## src/core/ppo_pkg.sv

```systemverilog
// Shared constants and types of the port pin override logic.
// Assumes one eight-pin port with alternate functions on every pin.
package ppo_pkg;

    // ------------------------------------------------------------------
    // Port geometry
    // ------------------------------------------------------------------
    localparam int PPO_PINS = 8;

    // Reset values of the direction and output registers.
    localparam logic [PPO_PINS-1:0] PPO_DIR_RESET = 8'h00;
    localparam logic [PPO_PINS-1:0] PPO_OUT_RESET = 8'h00;

    // ------------------------------------------------------------------
    // Alternate function bit positions on the second port
    // ------------------------------------------------------------------
    localparam int PPO_BIT_CRYSTAL_OUT = 7;
    localparam int PPO_BIT_CRYSTAL_IN = 6;
    localparam int PPO_BIT_SPI_CLOCK = 5;
    localparam int PPO_BIT_SPI_MISO = 4;
    localparam int PPO_BIT_SPI_MOSI = 3;
    localparam int PPO_BIT_SPI_SELECT = 2;
    localparam int PPO_BIT_TIMER2_CMP_A = 3;
    localparam int PPO_BIT_TIMER1_CMP_B = 2;
    localparam int PPO_BIT_TIMER1_CMP_A = 1;
    localparam int PPO_BIT_CAPTURE_IN = 0;
    localparam int PPO_BIT_DIV_CLOCK_OUT = 0;

    // ------------------------------------------------------------------
    // Types
    // ------------------------------------------------------------------
    // Which port register a read strobe selects.
    typedef enum logic [1:0]
    {
        PPO_RD_DIRECTION,
        PPO_RD_OUTPUT,
        PPO_RD_INPUT
    } ppo_read_sel_t;

    // Override signals a peripheral presents for one pin.
    typedef struct packed
    {
        logic pullup_override_en;
        logic pullup_override_val;
        logic direction_override_en;
        logic direction_override_val;
        logic value_override_en;
        logic value_override_val;
        logic toggle_override_en;
        logic input_enable_override_en;
        logic input_enable_override_val;
    } ppo_override_t;

    // Clock source selection that decides whether bit 7 is a clock pin.
    typedef struct packed
    {
        logic crystal_osc_select;
        logic internal_rc_select;
        logic async_timer_enable;
        logic external_clock_select;
    } ppo_clock_cfg_t;

endpackage

```

## src/core/ppo_port_pin_override.sv

```systemverilog
// Pin control of one bidirectional port whose pins are shared with
// on-chip peripherals through per-pin override signals.
// Assumes peripherals and the sleep controller run on clk_sys_i and the
// pad inputs arrive asynchronously from the pins.
//
// Overview of operation
// - Sleep clamps pin inputs to ground.
// - Sleep never clamps enabled external interrupt pins.
// - Clamp release on high pin raises edge.
// - Pull-ups stay off while reset is active.
// - Pull-up follows override or dir/out/disable 010.
// - Driver enable follows direction override or bit.
// - Driven value follows value override or bit.
// - Toggle override inverts the output register bit.
// - Input enable override beats sleep state.
// - Raw unsynchronized input goes to peripherals.
// - Strobes per port, overrides per pin.
// - Second port alternate functions mapped by bit.
// - Each pin is pin change source n.
// - Bit 7 as crystal pin leaves I/O.
// - Timer oscillator detaches bit 7 when selected.
// - Clock pin bit 7 reads back zero.
// - Direction one means output, zero input.
// - Writing one to input register toggles output.
// - Global disable kills non-overridden pull-ups.
// - Half-cycle latch plus flop input synchronizer.

`timescale 1ns/1ps

module ppo_port_pin_override
#(
    parameter int WIDTH = ppo_pkg::PPO_PINS
)
(
    input wire logic clk_sys_i,
    input wire logic rst_i,
    // Port-wide write strobes and data, shared by every pin.
    input wire logic dir_write_strobe_i,
    input wire logic out_write_strobe_i,
    input wire logic in_write_strobe_i,
    input wire logic [WIDTH-1:0] write_data_i,
    // Port-wide read strobe and selection.
    input wire logic port_read_strobe_i,
    input wire ppo_pkg::ppo_read_sel_t read_sel_i,
    output logic [WIDTH-1:0] read_data_o,
    // Signals shared by all ports.
    input wire logic sleep_i,
    input wire logic global_pullup_disable_i,
    input wire ppo_pkg::ppo_clock_cfg_t clock_cfg_i,
    // Per-pin signals.
    input wire ppo_pkg::ppo_override_t override_i [WIDTH],
    input wire logic [WIDTH-1:0] ext_int_enable_i,
    input wire logic [WIDTH-1:0] pad_in_i,
    output logic [WIDTH-1:0] pad_out_o,
    output logic [WIDTH-1:0] pad_oe_o,
    output logic [WIDTH-1:0] pullup_en_o,
    output logic [WIDTH-1:0] raw_digital_input_o,
    output logic [WIDTH-1:0] pin_change_source_o,
    output logic osc_amp_output_o,
    output logic [WIDTH-1:0] pin_direction_bit_o,
    output logic [WIDTH-1:0] pin_output_bit_o,
    output logic [WIDTH-1:0] pin_input_bit_o
);
    import ppo_pkg::*;

    // ------------------------------------------------------------------
    // Declarations
    // ------------------------------------------------------------------
    logic [WIDTH-1:0] pin_direction_bit;
    logic [WIDTH-1:0] pin_output_bit;
    logic [WIDTH-1:0] next_pin_output_bit;
    logic [WIDTH-1:0] sync_latch;
    logic [WIDTH-1:0] pin_input_bit;
    logic [WIDTH-1:0] toggle_req;
    logic [WIDTH-1:0] input_enable;
    logic [WIDTH-1:0] clock_pin_mask;
    logic [WIDTH-1:0] read_mask;
    logic crystal_pin;
    logic timer_osc_pin;
    logic bit7_is_clock;

    // ------------------------------------------------------------------
    // Bit 7 clock pin detection
    // ------------------------------------------------------------------
    // A crystal oscillator takes the pin whenever it is the chip clock.
    // The timer oscillator only claims it under the internal RC clock,
    // with the asynchronous timer on and no external clock selected.
    always_comb
    begin
        crystal_pin = clock_cfg_i.crystal_osc_select;
        timer_osc_pin = clock_cfg_i.internal_rc_select
            & clock_cfg_i.async_timer_enable
            & ~clock_cfg_i.external_clock_select;
        bit7_is_clock = crystal_pin | timer_osc_pin;
    end

    assign osc_amp_output_o = timer_osc_pin;

    always_comb
    begin
        clock_pin_mask = '0;
        clock_pin_mask[PPO_BIT_CRYSTAL_OUT] = bit7_is_clock;
        read_mask = ~clock_pin_mask;
    end

    // ------------------------------------------------------------------
    // Direction register
    // ------------------------------------------------------------------
    always_ff @(posedge clk_sys_i)
    begin
        if (rst_i)
        begin
            pin_direction_bit <= PPO_DIR_RESET;
        end
        else if (dir_write_strobe_i)
        begin
            pin_direction_bit <= write_data_i;
        end
    end

    // ------------------------------------------------------------------
    // Output register with toggle
    // ------------------------------------------------------------------
    // A toggle from a written one and a toggle from an override in the
    // same cycle both act, so one flips the bit and two cancel. A written
    // output value is loaded first and the toggles then apply to it.
    always_comb
    begin
        for (int n = 0; n < WIDTH; n++)
        begin
            toggle_req[n] = override_i[n].toggle_override_en;
        end
        if (out_write_strobe_i)
        begin
            next_pin_output_bit = write_data_i;
        end
        else
        begin
            next_pin_output_bit = pin_output_bit;
        end
        if (in_write_strobe_i)
        begin
            next_pin_output_bit = next_pin_output_bit ^ write_data_i;
        end
        next_pin_output_bit = next_pin_output_bit ^ toggle_req;
    end

    always_ff @(posedge clk_sys_i)
    begin
        if (rst_i)
        begin
            pin_output_bit <= PPO_OUT_RESET;
        end
        else
        begin
            pin_output_bit <= next_pin_output_bit;
        end
    end

    // ------------------------------------------------------------------
    // Per-pin control
    // ------------------------------------------------------------------
    generate
        for (genvar n = 0; n < WIDTH; n++)
        begin : g_pin
            ppo_override_t ovr;
            logic detach;
            logic dir_eff;
            logic pullup_normal;

            assign ovr = override_i[n];
            assign detach = clock_pin_mask[n];

            // Output driver: direction one drives, zero leaves the pin
            // to the outside world.
            always_comb
            begin
                if (ovr.direction_override_en)
                begin
                    dir_eff = ovr.direction_override_val;
                end
                else
                begin
                    dir_eff = pin_direction_bit[n];
                end
                pad_oe_o[n] = dir_eff & ~detach;
                if (!pad_oe_o[n])
                begin
                    pad_out_o[n] = 1'b0;
                end
                else if (ovr.value_override_en)
                begin
                    pad_out_o[n] = ovr.value_override_val;
                end
                else
                begin
                    pad_out_o[n] = pin_output_bit[n];
                end
            end

            // Pull-up is held off through reset because the stored
            // output bit may still carry an old enable until it clears.
            always_comb
            begin
                pullup_normal = ~pin_direction_bit[n]
                    & pin_output_bit[n]
                    & ~global_pullup_disable_i;
                if (rst_i || detach)
                begin
                    pullup_en_o[n] = 1'b0;
                end
                else if (ovr.pullup_override_en)
                begin
                    pullup_en_o[n] = ovr.pullup_override_val;
                end
                else
                begin
                    pullup_en_o[n] = pullup_normal;
                end
            end

            // Digital input enable. Sleep clamps the input to ground
            // unless an external interrupt on the pin is armed; leaving
            // sleep with the pin high therefore yields a rising edge.
            always_comb
            begin
                if (ovr.input_enable_override_en)
                begin
                    input_enable[n] = ovr.input_enable_override_val;
                end
                else
                begin
                    input_enable[n] = ~sleep_i
                        | ext_int_enable_i[n];
                end
            end

            // The clamped Schmitt output goes straight to peripherals,
            // which must synchronise it unless they use it as a clock.
            assign raw_digital_input_o[n] = pad_in_i[n]
                & input_enable[n] & ~detach;
            assign pin_change_source_o[n] = raw_digital_input_o[n];
        end
    endgenerate

    // ------------------------------------------------------------------
    // Input synchroniser
    // ------------------------------------------------------------------
    // The falling-edge stage stands in for the transparent-high latch,
    // giving a half to one and a half period delay to the input bit.
    always_ff @(negedge clk_sys_i)
    begin
        if (rst_i)
        begin
            sync_latch <= '0;
        end
        else
        begin
            sync_latch <= raw_digital_input_o;
        end
    end

    always_ff @(posedge clk_sys_i)
    begin
        if (rst_i)
        begin
            pin_input_bit <= '0;
        end
        else
        begin
            pin_input_bit <= sync_latch;
        end
    end

    // ------------------------------------------------------------------
    // Read back
    // ------------------------------------------------------------------
    assign pin_direction_bit_o = pin_direction_bit & read_mask;
    assign pin_output_bit_o = pin_output_bit & read_mask;
    assign pin_input_bit_o = pin_input_bit & read_mask;

    always_ff @(posedge clk_sys_i)
    begin
        if (rst_i)
        begin
            read_data_o <= '0;
        end
        else if (port_read_strobe_i)
        begin
            unique case (read_sel_i)
                PPO_RD_DIRECTION: read_data_o <= pin_direction_bit_o;
                PPO_RD_OUTPUT: read_data_o <= pin_output_bit_o;
                PPO_RD_INPUT: read_data_o <= pin_input_bit_o;
                default: read_data_o <= '0;
            endcase
        end
    end

endmodule

```

## config.mk

```make
export PLATFORM = sky130hd
export DESIGN_NAME = ppo_port_pin_override
export DESIGN_NICKNAME = d
export VERILOG_FILES = /design/src/core/ppo_pkg.sv /design/src/core/ppo_port_pin_override.sv
export SDC_FILE = /design/constraint.sdc
export NUM_CORES = 1
export LEC_CHECK = 0
export BUFFER_PORTS_ARGS = -buffer_cell sky130_fd_sc_hd__buf_2
export CORE_UTILIZATION = 26
export CTS_BUF_LIST = sky130_fd_sc_hd__clkbuf_2
export DETAILED_ROUTE_END_ITERATION = 16
export GPL_ROUTABILITY_DRIVEN = 0
export PLACE_DENSITY = 0.62
export SLEW_MARGIN = 20
export SYNTH_ARGS = -nofsm -noshare
export SYNTH_HDL_FRONTEND = slang
export SYNTH_SLANG_ARGS = --single-unit
```

## constraint.sdc

```tcl
create_clock -name clk_sys_i -period 1.2 [get_ports clk_sys_i]
set_input_delay 0.06 -clock clk_sys_i [delete_from_list [all_inputs] [get_ports clk_sys_i]]
set_output_delay 0.06 -clock clk_sys_i [all_outputs]
set_load 0.03 [all_outputs]
```

==> metrics.md <==
| Metric | Value |
|---|---|
| Run status | finished with violations |
| Violated checks | setup timing |
| Register share of total power | about two fifths |
| Post-layout utilization of the core | 48.9% |
| CP Data Required Time | 1.14 ns |
| NumNets Final | 605 |
| Share of Yosys cell area claimed by the top area cell type | a little under a third |
| Fin. max-slew vios | 0 |
| Chip height | about 100 um |
| Minimum setup slack after placement | -0.384 ns |
| Number of synthesized flops with an enable pin | 0 |
| Setup Total Neg Slack | -7.17 ns |
| Period minus WS final | between 1.5 and 2 ns |
| Maximum fanout count along the critical path | 3 |
| CORE AREA | a little over 9000 um2 |
| Power per Cell Area | 846 nW/um2 |
| Share of flip-flops with an asynchronous set or reset after synthesis | 0% |
| Synth-to-Final Area Change | 80.8% |
| Clock transition time at the flip-flop clock pins of the worst setup and hold paths | 0.24 ns |
| Top area cells in the synthesized netlist | dfxtp_1 32%, mux2_2 12%, buf_4 11% |
| Highest Clock Rate | 0.651 GHz |
| Relative contribution of combinational cells to total power | 42.7% |
| Total length of routed wires | a little under 9 mm |
| Starting density of the core | 27.0% |
| Leftover overflow at the end of global routing | 0 |
| ANT cells | 0 |
| Clock tree from TritonCTS | built |
| Reg-to-reg critical path startpoint | pin_output_bit[4]$_SDFF_PP0_ |
| Number of max-cap violations | 0 |
| Library cell with the highest instance count after synthesis | dfxtp_1 |
| Most instantiated cells after synthesis | 40 x dfxtp_1, 36 x buf_4, 34 x nor2_1 |
| Switching component of the power | 1.43 mW |
| Drt wl/cell | 14.2 um |
| Register bit total from synthesis | 40 |
| Worst-case headroom to the max-slew limit | between 60% and 70% |
| Top cell type by total area after synthesis | dfxtp_1 |
| Number of standard cells after synthesis | 289 |
| Global router's overall resource usage | 16.5% |
| Initial antenna violation count | 0 |
| Cell-internal power | 2.43 mW |
| Boundary pin count | 183 |
| First-pass GRT wire length | 13.0 mm |
| Buffers added on ports | 182 |
| Cell area after placement | 3560 um2 |
| Vias per Instance | around 4.6 |
| Worst slew pin tran | between 0.5 and 0.6 ns |
| Final Setup Violations | 39 |
| Number of buffers on the longest clock path | 2 |
| Setup repair after global routing missed its margin | true |
| Maximum number of pins on one net before global-route repair | 28 |
| Number of library cell types mapped by synthesis | 31 |
| Final ANT Viol Nets | 0 |
| Final Hold Vio Count | 0 |
| Drt drc | 0 |
| Post-synthesis sequential area ratio | between 30% and 40% |
| Count of clock tree sinks | 40 |
| Critical path data arrival time | roughly 1.5 ns |
| Max Clock Skew | 0.0283 ns |
| Post-synthesis net count | 399 |
| Starting DRT DRC Count | 45 |
| Inst Count DP | about 580 |
| Worst hold-check path type | primary input to flop |
| Net switching share of the total power | a little under two fifths |
| Synth Flop Type | dfxtp_1 |
| Filler Cell Count | 883 |
| H-Tree Depth | 2 |
| Buffer cell driving the clock tree root | clkbuf_2 |
| Area occupied by multi-input gates | 1780 um2 |
| Routed vias | 2885 |
| Cell row count | 35 |
| Mean post-synth cell area | between 8 and 9 um2 |
| Post-Layout Inst Area | 4560 um2 |
| Flip-flop and latch area | 843 um2 |
| Horizontal extent of the die | between 100 and 150 um |
| Post-route insts no fill | 625 |
| Slack of the critical path | -0.336 ns |
| Clock share of power | between 10% and 20% |
| Total half-perimeter wirelength after legalization and detailed placement | 5.94 mm |
| Syn Std Cell Area | 2520 um2 |
| First element of the critical path | pin_direction_bit[2]$_SDFFE_PP0P_ |
| Capturing element type of the critical path | primary output |
| Launch instance of the worst min-delay path | port_read_strobe_i |
| Leakage component of the power | 2.20 nW |
| Synth Warn # | 0 |
| Clock buffer count from CTS | 5 |
| Number of global-route vias before repair | 2858 |
| First drt pass iteration count | 4 |
| Worst supply voltage drop on vdd | approximately 0.00045 V |
| Insertion delay to the later sink of the worst-skew pair | between 0.4 and 0.5 ns |
| Die area | ~10000 um2 |
| Type of origin of the critical path | flop |
| Critical path class | flop to primary output |
| Fraction of final layout cells sized beyond drive strength 1 | 64.1% |
| Post-route fraction of the period consumed by the critical path | 128% |
## cells by family (layout without fill, tap and decap cells)
| kind of cell | Yosys count | after routing | share of synthesized area [%] |
|---|---|---|---|
| simple gates | 114 | 114 | 25.6 |
| buf+inv | 54 | 261 | 13.9 |
| compound gates | 41 | 41 | 11.5 |
| mux | 40 | 40 | 17.3 |
| flops | 40 | 40 | 31.8 |
## power by group through the flow
stage	registers, mW	logic, mW	clock network (mW)
floorplan	1.52	0.803	0.0463
global placement	1.49	1.22	0.0463
detailed placement	1.49	1.24	0.0463
CTS	1.47	1.52	0.785
global route	1.48	1.75	0.879
finish	1.47	1.65	0.738
## timing repair
| action | CTS | global route |
|---|---|---|
| setup buffers | 12 | 6 |
| setup endpoints to repair | 47 | 56 |
| pin swaps | 16 | 14 |
| endpoints found under the hold margin | 19 | 0 |
| gates resized for setup | 112 | 63 |
| hold buffers | 18 | 0 |
## worst max-delay path, stage by stage (launching register included)
cell and delay [ns]:
dfxtp_4 0.41, buf_6 0.11, mux2_4 0.27, and2_4 0.14, buf_6 0.13
## routing by layer
layer,global-route usage (%),vias up,wire length (um)
met5,0,-,0
met4,4.57,0,146
met3,3.69,12,543
met2,32.2,131,4570
met1,17.6,1342,3590
li1,-,1400,-
## placed cells by master, fill, tap and decap left out, types with 5 or more instances in the layout
cell type	count
nor3b_1	6
nor2_1	33
o311a_4	7
dfxtp_1	22
buf_4	36
a21oi_1	7
nand2b_1	8
dfxtp_4	8
or3_1	6
o21ai_0	8
nor3_1	9
a31oi_1	6
inv_1	11
nor4b_4	8
mux2_2	10
clkbuf_2	5
buf_2	141
mux2i_1	10
a221oi_2	5
mux2_4	16
and2_4	9
dlygate4sd3_1	18
dfxtp_2	10
buf_6	44
nor2b_1	23
## sequential cells by signal, indices dropped and copies added, names as in the netlist
name	cells
read_data_o	8
pin_input_bit	8
sync_latch	8
pin_direction_bit	8
pin_output_bit	8
## stage by stage
| step | hold slack, ns | power, mW |
|---|---|---|
| floorplan | 0.208 | 2.37 |
| global placement | 0.325 | 2.75 |
| detailed placement | 0.342 | 2.78 |
| CTS | 0.0114 | 3.77 |
| global route | 0.0153 | 4.11 |
| finish | 0.0498 | 3.86 |
## layout make-up
class                   count  share of cell area, %
flip-flops and latches     40                   18.5
clock inverters            11                   1.07
repair buffers            242                   37.0
multi-input cells         195                   39.1
clock buffers               5                  0.549
inverters                   3                  0.247
well taps                 129                   3.54
## path summary, 6_finish.rpt
kind                                  end  slack [ns]  cells past startpoint
max                          pad_out_o[2]       -0.34                      4
min           read_data_o[4]$_SDFFE_PP0P_        0.05                      4
max reg2reg  pin_output_bit[4]$_SDFF_PP0_       -0.26                      4
min reg2reg   read_data_o[7]$_SDFFE_PP0P_        0.48                      2
No activity file was read; power rests on OpenSTA's default activity.
